**config.mk**
```make
export PLATFORM = sky130hd
export DESIGN_NAME = ctg_trigger_gen
export DESIGN_NICKNAME = d
export VERILOG_FILES = /design/src/ctg_pkg.sv /design/src/ctg_trigger_gen.sv
export SDC_FILE = /design/constraint.sdc
export NUM_CORES = 1
export LEC_CHECK = 0
export ABC_AREA = 1
export ABC_CLOCK_PERIOD_IN_PS = 7770
export BUFFER_PORTS_ARGS = -buffer_cell sky130_fd_sc_hd__buf_2
export CAP_MARGIN = 40
export CORE_AREA = 2 2 106 108
export DETAILED_ROUTE_END_ITERATION = 12
export DIE_AREA = 0 0 108 110
export MAX_ROUTING_LAYER = met4
export PLACE_DENSITY = 0.88
export SLEW_MARGIN = 15
export SYNTH_ARGS = -nofsm -noshare
export SYNTH_HDL_FRONTEND = slang
export SYNTH_SLANG_ARGS = --single-unit
export TNS_END_PERCENT = 30
```
**constraint.sdc**
```tcl
create_clock -name i_clk -period 7.77 [get_ports i_clk]
set_clock_uncertainty 0.2 [all_clocks]
set_input_delay 0.3885 -clock i_clk [delete_from_list [all_inputs] [get_ports i_clk]]
set_output_delay 0.3885 -clock i_clk [all_outputs]
set_load 0.02 [all_outputs]
```
**src/ctg_pkg.sv**
```systemverilog
package ctg_pkg;
    // Trigger source select
    typedef enum logic [1:0] {
        CTG_SRC_EXT = 2'h0,
        CTG_SRC_SW = 2'h1,
        CTG_SRC_TIMER = 2'h2
    } ctg_src_t;

    // Port function select
    typedef enum logic [2:0] {
        CTG_PF_OFF = 3'h0,
        CTG_PF_TRIG_IN = 3'h1,
        CTG_PF_CLK_IN = 3'h2,
        CTG_PF_OUT_LVL = 3'h3,
        CTG_PF_OUT_OC = 3'h4
    } ctg_pfunc_t;

    // Delay sequencer states
    typedef enum logic [1:0] {
        CTG_DLY_IDLE = 2'h0,
        CTG_DLY_RUN = 2'h1,
        CTG_DLY_WAIT_LOW = 2'h2
    } ctg_dly_t;

    // Drive of one user port
    typedef struct packed {
        logic out;
        logic oe_b;
    } ctg_pin_t;

    localparam int CTG_CLK_NS = 100;
    localparam int CTG_TICK_NS = 100;
    localparam int CTG_TICK_CYC = (CTG_TICK_NS + CTG_CLK_NS - 1) / CTG_CLK_NS;
    localparam int CTG_MIN_PULSE_US = 16;
    localparam int CTG_MIN_PULSE_CYC = (CTG_MIN_PULSE_US * 1000) / CTG_CLK_NS;
    localparam logic [31:0] CTG_RST_INTERVAL = 32'h0000_0000;
    localparam logic [31:0] CTG_RST_DELAY = 32'h0000_0000;
    localparam logic [31:0] CTG_CNT_ZERO = 32'h0000_0000;
    localparam logic [31:0] CTG_CNT_ONE = 32'h0000_0001;
endpackage : ctg_pkg

```
**src/ctg_trigger_gen.sv**
```systemverilog
// Function
// three sources, exactly one active
// 32-bit timer counting 100 ns units
// interval input sets timer period
// at interval, pulse and restart timer
// external trigger from trigger-input port
// external pulses last at least 16 us
// programmable delay after external trigger
// delay timebase internal or external clock
// external mode: only external trigger exposes
// software mode: only request triggers
// each port independently trigger-configurable
// per-port function: trig, clk, output
// source change clears timer and delay
// output port mirrors every trigger pulse
`timescale 1ns/1ps
module ctg_trigger_gen (
    // Clock and reset
    input wire logic i_clk,
    input wire logic i_rst_b,
    // Configuration
    input wire ctg_pkg::ctg_src_t i_source,
    input wire logic [31:0] i_interval,
    input wire logic [31:0] i_external_trigger_delay_time,
    input wire logic i_ext_clk_sel,
    input wire ctg_pkg::ctg_pfunc_t i_port1_function_select,
    input wire ctg_pkg::ctg_pfunc_t i_port2_function_select,
    // Software request, one-cycle pulse
    input wire logic i_sw_trig,
    // User port pins
    input wire logic [1:0] i_port_pin,
    output logic [1:0] o_port_out,
    output logic [1:0] o_port_oe_b,
    // Exposure trigger and status
    output logic o_trig,
    output logic o_dly_busy
);
    logic [1:0] sync1;
    logic [1:0] sync2;
    ctg_pkg::ctg_src_t src_q;
    logic src_chg;
    logic [31:0] tmr;
    logic [1:0] tick_cnt;
    logic tick;
    logic tmr_hit;
    ctg_pkg::ctg_dly_t dly_st;
    logic [31:0] dly_cnt;
    logic ext_trig_lvl;
    logic ext_trig_rise;
    logic ext_trig_q;
    logic ext_clk_lvl;
    logic ext_clk_q;
    logic dly_step;
    logic dly_fire;
    logic next_trig;
    ctg_pkg::ctg_pfunc_t pfunc [2];
    ctg_pkg::ctg_pin_t pin_drv [2];

    function automatic logic sel_port(input ctg_pkg::ctg_pfunc_t f0,
                                      input ctg_pkg::ctg_pfunc_t f1,
                                      input ctg_pkg::ctg_pfunc_t want,
                                      input logic [1:0] lvl);
        sel_port = ((f0 == want) & lvl[0]) | ((f1 == want) & lvl[1]);
    endfunction : sel_port

    assign pfunc[0] = i_port1_function_select;
    assign pfunc[1] = i_port2_function_select;

    // Pins are asynchronous: two flops before use
    always_ff @(posedge i_clk) begin
        if (!i_rst_b) begin
            sync1 <= 2'h0;
            sync2 <= 2'h0;
        end else begin
            sync1 <= i_port_pin;
            sync2 <= sync1;
        end
    end

    always_ff @(posedge i_clk) begin
        if (!i_rst_b) begin
            ext_trig_q <= 1'b0;
            ext_clk_q <= 1'b0;
        end else begin
            ext_trig_q <= ext_trig_lvl;
            ext_clk_q <= ext_clk_lvl;
        end
    end

    // pick trigger port
    assign ext_trig_lvl = sel_port(pfunc[0], pfunc[1], ctg_pkg::CTG_PF_TRIG_IN, sync2);
    assign ext_clk_lvl = sel_port(pfunc[0], pfunc[1], ctg_pkg::CTG_PF_CLK_IN, sync2);
    assign ext_trig_rise = ext_trig_lvl & ~ext_trig_q;

    // source change detect
    always_ff @(posedge i_clk) begin
        if (!i_rst_b) begin
            src_q <= ctg_pkg::CTG_SRC_EXT;
        end else begin
            src_q <= i_source;
        end
    end
    assign src_chg = (src_q != i_source);

    // R2 100 ns timebase
    always_ff @(posedge i_clk) begin
        if (!i_rst_b || src_chg) begin
            tick_cnt <= 2'h0;
        end else if (tick) begin
            tick_cnt <= 2'h0;
        end else begin
            tick_cnt <= tick_cnt + 2'h1;
        end
    end
    assign tick = (tick_cnt == 2'(ctg_pkg::CTG_TICK_CYC - 1));

    // compare with interval
    assign tmr_hit = tick && (tmr + ctg_pkg::CTG_CNT_ONE >= i_interval)
                     && (i_interval != ctg_pkg::CTG_CNT_ZERO);

    // periodic reload
    always_ff @(posedge i_clk) begin
        if (!i_rst_b || src_chg || i_source != ctg_pkg::CTG_SRC_TIMER) begin
            tmr <= ctg_pkg::CTG_CNT_ZERO;
        end else if (tmr_hit) begin
            tmr <= ctg_pkg::CTG_CNT_ZERO;
        end else if (tick) begin
            tmr <= tmr + ctg_pkg::CTG_CNT_ONE;
        end
    end

    // delay timebase select
    assign dly_step = i_ext_clk_sel ? (ext_clk_lvl & ~ext_clk_q) : tick;

    // delay sequencer
    always_ff @(posedge i_clk) begin
        if (!i_rst_b || src_chg || i_source != ctg_pkg::CTG_SRC_EXT) begin
            dly_st <= ctg_pkg::CTG_DLY_IDLE;
            dly_cnt <= ctg_pkg::CTG_CNT_ZERO;
        end else begin
            case (dly_st)
                ctg_pkg::CTG_DLY_IDLE: begin
                    if (ext_trig_rise) begin
                        dly_cnt <= ctg_pkg::CTG_CNT_ZERO;
                        dly_st <= ctg_pkg::CTG_DLY_RUN;
                    end
                end
                ctg_pkg::CTG_DLY_RUN: begin
                    if (dly_fire) begin
                        dly_st <= ctg_pkg::CTG_DLY_WAIT_LOW;
                    end else if (dly_step) begin
                        dly_cnt <= dly_cnt + ctg_pkg::CTG_CNT_ONE;
                    end
                end
                ctg_pkg::CTG_DLY_WAIT_LOW: begin
                    // Re-arm only after the pulse ends; one exposure per pulse
                    if (!ext_trig_lvl) begin
                        dly_st <= ctg_pkg::CTG_DLY_IDLE;
                    end
                end
                default: begin
                    dly_st <= ctg_pkg::CTG_DLY_IDLE;
                end
            endcase
        end
    end
    assign dly_fire = (dly_st == ctg_pkg::CTG_DLY_RUN)
                      && (dly_cnt >= i_external_trigger_delay_time);

    // one source gates output
    always_comb begin
        next_trig = 1'b0;
        if (!src_chg) begin
            case (i_source)
                // external only
                ctg_pkg::CTG_SRC_EXT: next_trig = dly_fire;
                // software only
                ctg_pkg::CTG_SRC_SW: next_trig = i_sw_trig;
                ctg_pkg::CTG_SRC_TIMER: next_trig = tmr_hit;
                default: next_trig = 1'b0;
            endcase
        end
    end

    always_ff @(posedge i_clk) begin
        if (!i_rst_b) begin
            o_trig <= 1'b0;
            o_dly_busy <= 1'b0;
        end else begin
            o_trig <= next_trig;
            o_dly_busy <= (dly_st != ctg_pkg::CTG_DLY_IDLE) && !src_chg;
        end
    end

    // independent port drivers
    genvar gi;
    generate
        for (gi = 0; gi < 2; gi++) begin : g_port
            // per-port function
            always_comb begin
                pin_drv[gi].out = 1'b0;
                pin_drv[gi].oe_b = 1'b1;
                case (pfunc[gi])
                    ctg_pkg::CTG_PF_OUT_LVL: begin
                        pin_drv[gi].out = next_trig;
                        pin_drv[gi].oe_b = 1'b0;
                    end
                    ctg_pkg::CTG_PF_OUT_OC: begin
                        // Open collector: pull low while pulsing, else release
                        pin_drv[gi].out = 1'b0;
                        pin_drv[gi].oe_b = ~next_trig;
                    end
                    default: begin
                        pin_drv[gi].out = 1'b0;
                        pin_drv[gi].oe_b = 1'b1;
                    end
                endcase
            end
            // mirror trigger pulse
            always_ff @(posedge i_clk) begin
                if (!i_rst_b) begin
                    o_port_out[gi] <= 1'b0;
                    o_port_oe_b[gi] <= 1'b1;
                end else begin
                    o_port_out[gi] <= pin_drv[gi].out;
                    o_port_oe_b[gi] <= pin_drv[gi].oe_b;
                end
            end
        end
    endgenerate

    // Pulse width counter for the external input, checked below
    logic [15:0] hi_cnt;
    always_ff @(posedge i_clk) begin
        if (!i_rst_b) begin
            hi_cnt <= 16'h0000;
        end else if (ext_trig_lvl) begin
            hi_cnt <= (hi_cnt == 16'hFFFF) ? hi_cnt : hi_cnt + 16'h0001;
        end else begin
            hi_cnt <= 16'h0000;
        end
    end

    property p_one_src;
        @(posedge i_clk) disable iff (!i_rst_b)
        o_trig |-> $past(i_source) == $past(src_q);
    endproperty
    a_one_src: assert property (p_one_src) else $error("trigger during source change");

    property p_tmr_count;
        @(posedge i_clk) disable iff (!i_rst_b)
        (i_source == ctg_pkg::CTG_SRC_TIMER && !src_chg && tick && !tmr_hit)
        ##1 (i_source == ctg_pkg::CTG_SRC_TIMER) |-> tmr == $past(tmr) + 32'h0000_0001;
    endproperty
    a_tmr_count: assert property (p_tmr_count) else $error("timer did not advance");

    property p_tmr_period;
        @(posedge i_clk) disable iff (!i_rst_b)
        // A hit outside timer mode, past the switch cycle, only means interval is 1 and the timer is parked
        (tmr_hit && !src_chg && i_source == ctg_pkg::CTG_SRC_TIMER)
        |=> (tmr == 32'h0000_0000 && o_trig);
    endproperty
    a_tmr_period: assert property (p_tmr_period) else $error("timer reload failed");

    property p_tmr_bound;
        @(posedge i_clk) disable iff (!i_rst_b)
        (i_interval != 32'h0000_0000 && $stable(i_interval)) |-> tmr < i_interval;
    endproperty
    a_tmr_bound: assert property (p_tmr_bound) else $error("timer passed interval");

    property p_min_pulse;
        @(posedge i_clk) disable iff (!i_rst_b)
        $fell(ext_trig_lvl) |-> $past(hi_cnt) >= 16'(ctg_pkg::CTG_MIN_PULSE_CYC);
    endproperty
    a_min_pulse: assert property (p_min_pulse) else $error("external pulse too short");

    property p_ext_only;
        @(posedge i_clk) disable iff (!i_rst_b)
        (o_trig && $past(i_source) == ctg_pkg::CTG_SRC_EXT) |-> $past(dly_fire);
    endproperty
    a_ext_only: assert property (p_ext_only) else $error("external mode stray trigger");

    property p_sw_only;
        @(posedge i_clk) disable iff (!i_rst_b)
        (o_trig && $past(i_source) == ctg_pkg::CTG_SRC_SW) |-> $past(i_sw_trig);
    endproperty
    a_sw_only: assert property (p_sw_only) else $error("software mode stray trigger");

    property p_chg_clear;
        @(posedge i_clk) disable iff (!i_rst_b)
        src_chg |=> (tmr == 32'h0000_0000 && dly_st == ctg_pkg::CTG_DLY_IDLE);
    endproperty
    a_chg_clear: assert property (p_chg_clear) else $error("source change left state");

    property p_mirror;
        @(posedge i_clk) disable iff (!i_rst_b)
        (i_port1_function_select == ctg_pkg::CTG_PF_OUT_LVL && next_trig)
        |=> (o_port_out[0] && !o_port_oe_b[0] && o_trig);
    endproperty
    a_mirror: assert property (p_mirror) else $error("port 1 missed trigger");

    property p_oc_pulse;
        @(posedge i_clk) disable iff (!i_rst_b)
        (i_port2_function_select == ctg_pkg::CTG_PF_OUT_OC)
        |=> (o_port_oe_b[1] == !$past(next_trig) && !o_port_out[1]);
    endproperty
    a_oc_pulse: assert property (p_oc_pulse) else $error("port 2 open collector wrong");
endmodule : ctg_trigger_gen

```
==> impl_metrics.yaml, run 1 <==
power_and_ir_drop:
  p_per_area_nw_per_um2: 110
  p_leak_uw: 0.00320
  ir_drop_v: 0.000105
setup_path:
  worstPathRequired_ps: 7810
  crit_arrival_ps: 3660
  cp_top_family: "simple AND/OR/NAND/NOR gates"
  crit_buf_inv: 1
  path_common_cell: "nand2_1"
  endpoint_kind: "register"
  path_max_fanout: 32
  crit_chain: "ha_1 -> nand2_2 -> nor3_4 -> nand3_4 -> nor2_4 -> nand3_2 -> nor2_2 -> nand3_2 -> xnor2_2 -> ha_1 -> nand2_1 -> nor2_1 -> nand4_1 -> nor4_1 -> nand2_1 -> nand2_1 -> nand2_1 -> nand3_1 -> buf_4 -> a211oi_1"
  cpMaxStageDelayCell: "dfxtp_1"
  slowest_delay_ps: 420
  cp-start-kind: "register"
  worstSetupPathType: "register to register"
sta:
  worst_pin_slew_ps: 587
  finalMaxSlewViolations: 0
  rsz0062_at_grt: "no"
  fin_crit_sh_pct: 46.5
  relSlewSlack_pct: 60.8
  setup_violations: 0
  period_minus_slack_ps: 3620
  hold_violations: 0
  max_freq_ghz: 0.276
  fin_setup_tns_ps: 0
place:
  place_area_um2: 6890
  hpwlAfterDp_um: 11900
  finalWeightedCongestion: 0.998
  io_buffers: 83
  dp.cells: 1179
global_routing:
  grt_start_max_net_pins: 38
  overflow: 0
  grt_pass1_wl_um: 25800
  track_usage_pct: 27.6
  grt_pass1_vias: 5895
  antenna_found_initial: 0
die:
  num_rows: 38
  dieHeight_um: 110
  io-pin-count: 84
  dieArea_um2: 11900
  start_util_pct: 59.4
  die_w_um: 108
  core_um2: 10700
clock_network:
  numCtsBuffers: 9
  cts_tree: "done"
  clkSlewWorstSetupHoldPaths_ps: 100
  cts.sinks: 82
  cts_setup_buffers: 0
  h-tree-depth: 3
  root_buffer: "clkbuf_8"
  clock_latency_ps: 370
  clock_path_buffers: 2
layout:
  final_common_cell: "nand2_1"
  diodes: 0
  drive_above_1_share_pct: 12.3
  final_area_um2: 7080
  layout_common_cells: "nand2_1, inv_1, nor2_1"
  areaGrowthSynthToFinish_pct: 11.5
  final_core_util_pct: 66.2
  stdcell_count: 1197
  nets: 1197
drt:
  vias_per_cell: 5.27
  firstDrtPassIters: 5
  vias: 6308
  drcViolationCount: 0
  wire_per_inst_um: 12.5
  drtIter0Drc: 403
  ant_nets: 0
  wirelength_um: 15000
outcome:
  status: "completed"
min_path:
  hold_class: "primary input to register"
synthesis:
  synthXorXnorAreaFrac_pct: 7.70
  syn_nets: 1118
  synth-seq-cells: 82
  avgSynthCellArea_um2: 6.53
  syn_area_um2: 6360
  synth_area_leaders: "dfxtp_1, nand2_1, ha_1, inv_1, nor2_1"
  yosysTopAreaCell: "dfxtp_1"
  synthCells: 973
  synth-adder-area-share_pct: 13.2
  synth.area.mux_share_pct: 0
  synth-simple-area-share_pct: 32.5
  synth_top_area_share_pct: 25.8
  yosysUniqueCellTypes: 37
  synth.yosys.seq_area_share_pct: 25.8
  yosys_warnings: 0
  synth_top_family_by_area: "simple AND/OR/NAND/NOR gates"
  synth_compound_area_share_pct: 10.4
job:
  max_cap_violations: 0
[area by class of cell]
| class | count | area (µm²) |
|---|---|---|
| clock inverters | 5 | 41.3 |
| repair buffers | 89 | 473 |
| fillers | 981 | 3610 |
| flip-flops and latches | 82 | 1640 |
| clock buffers | 11 | 131 |
| inverters | 151 | 567 |
| well taps | 140 | 175 |
| multi-input cells | 719 | 4060 |
[routing by layer]
layer	share of wire (%)	vias up	global-route usage (%)
met5	0	-	-
met4	2.8	0	10.4
met3	4.7	33	4.12
met2	48	154	48.2
met1	44	2833	32.1
li1	-	3288	-
[Yosys cell counts, drive strengths merged]
library cell  number
o21a               4
o211ai             1
nand4             26
inv              150
dfxtp             82
clkinv             1
a21o               2
nand3b             1
xor2              36
xnor2             19
o21bai             3
ha                67
nor4              12
a211oi            14
nor3              28
a21oi             82
and3               1
nor2             129
nand3             33
buf                8
clkbuf            13
o21ai             13
or2                3
nand2            245
[flip-flops by register name, summed over array words and instances, names as in the netlist]
signal / flops
dly_st: 2
tick_cnt: 2
sync1: 2
tmr: 32
o_port_oe_b: 2
o_port_out: 2
sync2: 2
o_trig: 1
ext_trig_q: 1
o_dly_busy: 1
ext_clk_q: 1
src_q: 2
dly_cnt: 32
[logic make-up (layout without fill, tap and decap cells)]
group / Yosys count / count (layout)
flops: 82 / 82
buf+inv: 172 / 256
fa+ha+maj: 67 / 67
xor+xnor: 55 / 55
compound gates: 119 / 119
simple gates: 478 / 478
[worst paths after layout]
check | to | slack (ps) | startpoint | cells after the start
max | tmr[6] | 4150 | tmr[0] | 20
min reg2reg | tick_cnt[0] | 220 | tick_cnt[0] | 1
min | src_q[1] | 60 | i_source[1] | 3
max reg2reg | tmr[6] | 4150 | tmr[0] | 20
[metrics by stage]
step / hold WS, ps / worst slack (ps) / power (µW)
6_report: 63.3 / 4150 / 777
5_1_grt: 56.8 / 3750 / 810
4_1_cts: 42.1 / 4160 / 781
3_5_place_dp: 198 / 4190 / 502
3_3_place_gp: 197 / 4320 / 499
2_1_floorplan: 190 / 4490 / 471
[where the power goes]
part | switching, µW | total [µW] | internal, µW
Sequential | 0.792 | 423 | 422
Combinational | 39.0 | 69.5 | 30.4
Clock | 166 | 284 | 118
Total | 206 | 777 | 571
[worst reg2reg max path, cell delays in order, from the launching register on]
cell	delay, ps
dfxtp_1	420
ha_1	220
nand2_2	90
nor3_4	260
nand3_4	150
nor2_4	140
nand3_2	90
nor2_2	130
nand3_2	90
xnor2_2	160
ha_1	280
nand2_1	40
nor2_1	120
nand4_1	140
nor4_1	230
nand2_1	90
nand2_1	80
nand2_1	50
nand3_1	70
buf_4	340
a211oi_1	100
[repair_timing]
| item | CTS | global route |
|---|---|---|
| resized for setup | 0 | 0 |
| hold buffers | 2 | 0 |
| hold endpoints to repair | 2 | 0 |
Note: power is estimated with default switching activity, not from simulation.
==> run 2: changes to the inputs <==
--- a/config.mk
+++ b/config.mk
@@ -6,14 +6,14 @@
 export NUM_CORES = 1
 export LEC_CHECK = 0
 export ABC_AREA = 1
-export ABC_CLOCK_PERIOD_IN_PS = 7770
+export ABC_CLOCK_PERIOD_IN_PS = 3200
 export BUFFER_PORTS_ARGS = -buffer_cell sky130_fd_sc_hd__buf_2
 export CAP_MARGIN = 40
-export CORE_AREA = 2 2 106 108
+export CORE_AREA = 2 2 113 115
 export DETAILED_ROUTE_END_ITERATION = 12
-export DIE_AREA = 0 0 108 110
+export DIE_AREA = 0 0 115 117
 export MAX_ROUTING_LAYER = met4
-export PLACE_DENSITY = 0.88
+export PLACE_DENSITY = 0.82
 export SLEW_MARGIN = 15
 export SYNTH_ARGS = -nofsm -noshare
 export SYNTH_HDL_FRONTEND = slang
==> constraint.sdc (replaced) <==
create_clock -name i_clk -period 3.2 [get_ports i_clk]
set_clock_uncertainty 0.2 [all_clocks]
set_input_delay 0.16 -clock i_clk [delete_from_list [all_inputs] [get_ports i_clk]]
set_output_delay 0.16 -clock i_clk [all_outputs]
set_load 0.02 [all_outputs]
==> run 2 against run 1 <==
Effect of this change: the flow now finishes with violations (setup timing); sequential power grew 140%; cell count grew 5.1%; global-route usage shrank 1.6 points; clock power grew to 3.8 times the previous value; critical path type unchanged; largest power group is now the clock network; highest routed layer unchanged.
==> impl_metrics.yaml, run 2 (synthesis results as in run 1) <==
outcome:
  status: "finished, violations left"
  violations: "setup timing"
global_routing:
  grt_pass1_wl_um: 27100
  grt_pass1_vias: 6010
  met3_usage_pct: 3.35
  top_usage_layer: "met2"
  grt_start_max_net_pins: 38
  use_met2_pct: 42.9
  antenna_found_initial: 0
  overflow: 0
  use_met1_pct: 32.4
  track_usage_pct: 25.9
drt:
  vias_per_cell: 5.28
  vias: 6646
  wire_per_inst_um: 13.7
  drcViolationCount: 0
  ant_nets: 0
  firstDrtPassIters: 5
  drtIter0Drc: 524
  wirelength_um: 17200
layout:
  areaGrowthSynthToFinish_pct: 25.7
  stdcell_count: 1258
  final_core_util_pct: 64.9
  nets: 1248
  diodes: 0
  final_common_cell: "nand2_1"
  drive_above_1_share_pct: 20.3
  final_area_um2: 7990
  layout_common_cells: "nand2_1, inv_1, nor2_1"
  reg_top3: "dly_cnt: 32 flops, tmr: 32 flops"
clock_network:
  root_buffer: "clkbuf_16"
  h-tree-depth: 3
  clock_path_buffers: 2
  numCtsBuffers: 9
  cts_tree: "done"
  clkSlewWorstSetupHoldPaths_ps: 70
  clock_latency_ps: 360
  cts.sinks: 82
sta:
  rsz0062_at_grt: "yes"
  finalMaxSlewViolations: 0
  hold_slack_ps: 37.1
  hold_violations: 0
  setup_ws_ps: -322
  relSlewSlack_pct: 67.2
  period_minus_slack_ps: 3520
  fin_crit_sh_pct: 110
  setup_violations: 37
  worst_pin_slew_ps: 489
  max_freq_ghz: 0.284
setup_path:
  endpoint_kind: "register"
  crit_arrival_ps: 3560
  path_max_fanout: 5
  worstPathRequired_ps: 3240
  cp-start-kind: "register"
  worstSetupPathType: "register to register"
place:
  finalWeightedCongestion: 0.954
  place_area_um2: 7070
  pre_cts_ws_ps: -108
  hpwlAfterDp_um: 12000
  dp.cells: 1210
  io_buffers: 83
die:
  dieHeight_um: 117
  num_rows: 41
  io-pin-count: 84
  die_w_um: 115
  core_um2: 12300
  start_util_pct: 51.6
  dieArea_um2: 13500
job:
  max_cap_violations: 0
power_and_ir_drop:
  clockPowerShare_pct: 46.7
  p_sw_uw: 570
  ir_drop_v: 0.000256
  p_per_area_nw_per_um2: 288
  switching_share_pct: 24.8
  pwr-share-seq_pct: 44.7
  p_int_uw: 1730
  p_leak_uw: 0.00358
  combPwrFrac_pct: 8.7
min_path:
  hold_class: "primary input to register"
-- run 2: changes by cell type in the layout (fill, tap and decap cells not counted), sizes merged --
cell | previous run | this run
clkinv | 4 | 5
clkinvlp | 2 | 0
bufinv | 0 | 1
dlygate4sd3 | 2 | 19
inv | 150 | 152
buf | 87 | 121
clkbuf | 11 | 9
-- run 2: critical path: stages, from the launching register on --
cell     delay (ps)
dfxtp_4         370
ha_4            150
nand2_4          60
nor3_4          220
nand3_4         140
nor2_4          140
nand3_2         110
nor2_2          190
nand2_1         100
xor2_1          190
inv_2            80
ha_4            270
nand2_4          50
inv_2            40
nand4_1         150
nor4_2          240
nand2_1         120
nand2_2         110
buf_4           110
nand3_2          60
nand3_2          90
nand2_4          80
nand2_2          60
nand3_2          60
-- run 2: final cells by class --
cell class / instances / area (µm²)
fill: 1107 / 4320
sequential: 82 / 1650
clock inverter: 7 / 78.8
inverter: 151 / 567
clock buffer: 9 / 225
timing repair buffer: 140 / 931
multi-input combinational: 719 / 4350
tap: 150 / 188
-- run 2: power groups by stage --
stage / combinational, µW / clock [µW] / sequential [µW]
after CTS: 193 / 1090 / 1030
after global routing: 227 / 1140 / 1030
after detailed placement: 168 / 0 / 1050
final: 199 / 1070 / 1030
after floorplan: 90.0 / 0 / 1050
after global placement: 165 / 0 / 1050
-- run 2: what timing repair did --
action / in CTS / in global routing
hold buffers: 19 / 0
hold endpoints to repair: 11 / 0
pin swaps: 5 / 22
resized for setup: 21 / 52
setup endpoints to repair: 36 / 37
cloned: 2 / 0
buffers inserted: 6 / 7
-- run 2: final timing paths --
path	end	cells after the start	start	slack, ps
max	o_port_oe_b[1]	23	tmr[1]	-320
min	ext_trig_q	5	i_port2_function_select[0]	40
max reg2reg	o_port_oe_b[1]	23	tmr[1]	-320
min reg2reg	sync2[1]	2	sync1[1]	220
-- run 2: layer usage --
layer	vias to the layer above	wire, µm	share of wire, %
met5	-	0	0
met4	0	448	2.6
met3	39	1040	6.0
met2	257	8230	48
met1	2964	7530	44
li1	3386	-	-
-- run 2: metrics by stage --
stage	power, µW	setup TNS, ps
floorplan	1140	-401
global placement	1220	0
detailed placement	1220	-2550
CTS	2310	-1920
global route	2390	-13580
finish	2300	-10220
==> run 3: changes to the inputs <==
--- a/config.mk
+++ b/config.mk
@@ -9,11 +9,12 @@
 export ABC_CLOCK_PERIOD_IN_PS = 3200
 export BUFFER_PORTS_ARGS = -buffer_cell sky130_fd_sc_hd__buf_2
 export CAP_MARGIN = 40
-export CORE_AREA = 2 2 113 115
+export CORE_AREA = 2 2 111 113
+export CTS_BUF_LIST = sky130_fd_sc_hd__clkbuf_8
 export DETAILED_ROUTE_END_ITERATION = 12
-export DIE_AREA = 0 0 115 117
+export DIE_AREA = 0 0 113 115
 export MAX_ROUTING_LAYER = met4
-export PLACE_DENSITY = 0.82
+export PLACE_DENSITY = 0.84
 export SLEW_MARGIN = 15
 export SYNTH_ARGS = -nofsm -noshare
 export SYNTH_HDL_FRONTEND = slang
==> run 3 against run 2 <==
Effect of this change: the run ends with DRC, setup timing left; hold slack better by 1.6 ps; global-route usage rose by 0.74 points; fmax grew 2.3%; critical path depth shrank 2; cell count up 0.16%; wire length rose by 2.3%; cell area decreased by 0.91%; sequential share of layout area up 0.22 points; setup slack improved by 80 ps; largest power group is now registers.
==> impl_metrics.yaml, run 3 (synthesis results as in run 1) <==
power_and_ir_drop:
  p_per_area_nw_per_um2: 255
  p_leak_uw: 0.00360
  ir_drop_v: 0.000188
layout:
  layout_common_cells: "nand2_1, inv_1, nor2_1"
  reg_top3: "dly_cnt: 32 flops, tmr: 32 flops"
  final_common_cell: "nand2_1"
  areaGrowthSynthToFinish_pct: 24.5
  stdcell_count: 1260
  nets: 1253
  diodes: 0
  final_area_um2: 7920
  nFillCells: 989
  drive_above_1_share_pct: 19.6
setup_path:
  cp_top_family: "simple AND/OR/NAND/NOR gates"
  crit_buf_inv: 4
  endpoint_kind: "register"
  worstPathRequired_ps: 3260
  cp-start-kind: "register"
  crit_arrival_ps: 3500
  crit_chain: "ha_4 -> nand2_4 -> nor3_4 -> nand3_4 -> nor2_4 -> nand3_2 -> nor2_2 -> buf_4 -> xnor2_1 -> inv_2 -> ha_1 -> nand4_1 -> o21bai_2 -> a21oi_2 -> nor2_1 -> nand2_2 -> nand2_2 -> nand3_4 -> buf_4 -> clkbuf_16 -> nor2_1"
  path_max_fanout: 8
  slowest_delay_ps: 370
  worstSetupPathType: "register to register"
  cpMaxStageDelayCell: "dfxtp_2"
  crit_cells: 21
  ff2ff_path_depth: 21
global_routing:
  track_usage_pct: 26.7
  grt_start_max_net_pins: 38
  grt_pass1_wl_um: 27600
  antenna_found_initial: 0
  overflow: 0
  grt_pass1_vias: 6209
min_path:
  hold_class: "primary input to register"
  hold_depth: 5
sta:
  relSlewSlack_pct: 66.4
  max_freq_ghz: 0.291
  hold_violations: 0
  finalMaxSlewViolations: 0
  fin_crit_sh_pct: 108
  rsz0062_at_grt: "yes"
  hold_slack_ps: 38.7
  worst_pin_slew_ps: 500
  period_minus_slack_ps: 3440
  setup_ws_ps: -242
  fin_setup_tns_ps: -6570
  setup_violations: 36
outcome:
  violations: "DRC, setup timing"
  status: "finished, violations left"
drt:
  firstDrtPassIters: 10
  vias_per_cell: 5.38
  vias: 6781
  ant_nets: 0
  wirelength_um: 17600
  wire_per_inst_um: 14.0
  drtIter0Drc: 527
  drcViolationCount: 4
place:
  dp.cells: 1204
  pre_cts_ws_ps: -117
  place_area_um2: 7040
  hpwlAfterDp_um: 12000
  io_buffers: 83
  finalWeightedCongestion: 0.995
clock_network:
  numCtsBuffers: 9
  clock_path_buffers: 2
  h-tree-depth: 3
  clock_latency_ps: 370
  cts_tree: "done"
  clkSlewWorstSetupHoldPaths_ps: 90
  root_buffer: "clkbuf_8"
  cts.sinks: 82
die:
  core_um2: 11800
  num_rows: 40
  die_w_um: 113
  io-pin-count: 84
  dieHeight_um: 115
  dieArea_um2: 13000
  start_util_pct: 53.8
job:
  max_cap_violations: 0
-- run 3: changes by cell type in the layout (fill, tap and decap cells not counted), moves of 3 or more --
cell       previous run  this run
a211oi_1              2         5
a211oi_2             12         9
a21oi_1              66        78
a21oi_2              15         4
clkbuf_16             9         1
clkbuf_8              0        10
clkinv_4              4         1
dfxtp_1              80        74
dfxtp_2               0         8
nand3_1              22        25
nand3_2               9         5
-- run 3: layout make-up --
cell class                 instances  area [µm²]  share of cell area, %
timing repair buffer             145        1010                   12.7
multi-input combinational        719        4300                   54.4
clock buffer                      10         138                   1.74
inverter                         151         567                   7.16
tap                              147         184                   2.32
sequential                        82        1650                   20.9
clock inverter                     6        66.3                  0.838
-- run 3: path summary, 6_finish.rpt --
path | end | from | slack (ps)
max | tmr[0] | tmr[1] | -240
min | o_trig | i_sw_trig | 40
max reg2reg | tmr[0] | tmr[1] | -240
min reg2reg | tick_cnt[0] | tick_cnt[0] | 220
-- run 3: what timing repair did --
item | CTS | global route
endpoints found under the hold margin | 12 | 0
cloned | 2 | 1
hold buffers | 19 | 0
pin swaps | 11 | 9
buffers inserted | 12 | 6
resized for setup | 31 | 33
setup endpoints to repair | 36 | 37
-- run 3: per-layer routing --
metal	wire (µm)	up-vias	track usage, %
met5	0	-	-
met2	8380	287	44.4
met3	1160	56	3.58
met1	7530	3050	33.5
li1	-	3388	-
met4	569	0	9.43
-- run 3: worst reg2reg max path, cell delays in order (launching register included) --
cell	delay, ps
dfxtp_2	370
ha_4	160
nand2_4	60
nor3_4	180
nand3_4	140
nor2_4	140
nand3_2	90
nor2_2	150
buf_4	120
xnor2_1	200
inv_2	90
ha_1	310
nand4_1	110
o21bai_2	220
a21oi_2	120
nor2_1	60
nand2_2	80
nand2_2	60
nand3_4	90
buf_4	170
clkbuf_16	170
nor2_1	40
-- run 3: report_power, final --
part | switching (µW) | internal [µW] | total (µW)
logic | 105 | 95.1 | 200
registers | 1.95 | 1030 | 1030
clock network | 409 | 383 | 792
-- run 3: per-stage QoR --
stage / util [%] / total power (µW)
2_1_floorplan: - / 1140
3_3_place_gp: 59.6 / 1210
3_5_place_dp: 59.6 / 1220
4_1_cts: 65.3 / 2010
5_1_grt: 67.0 / 2100
6_report: 67.0 / 2020
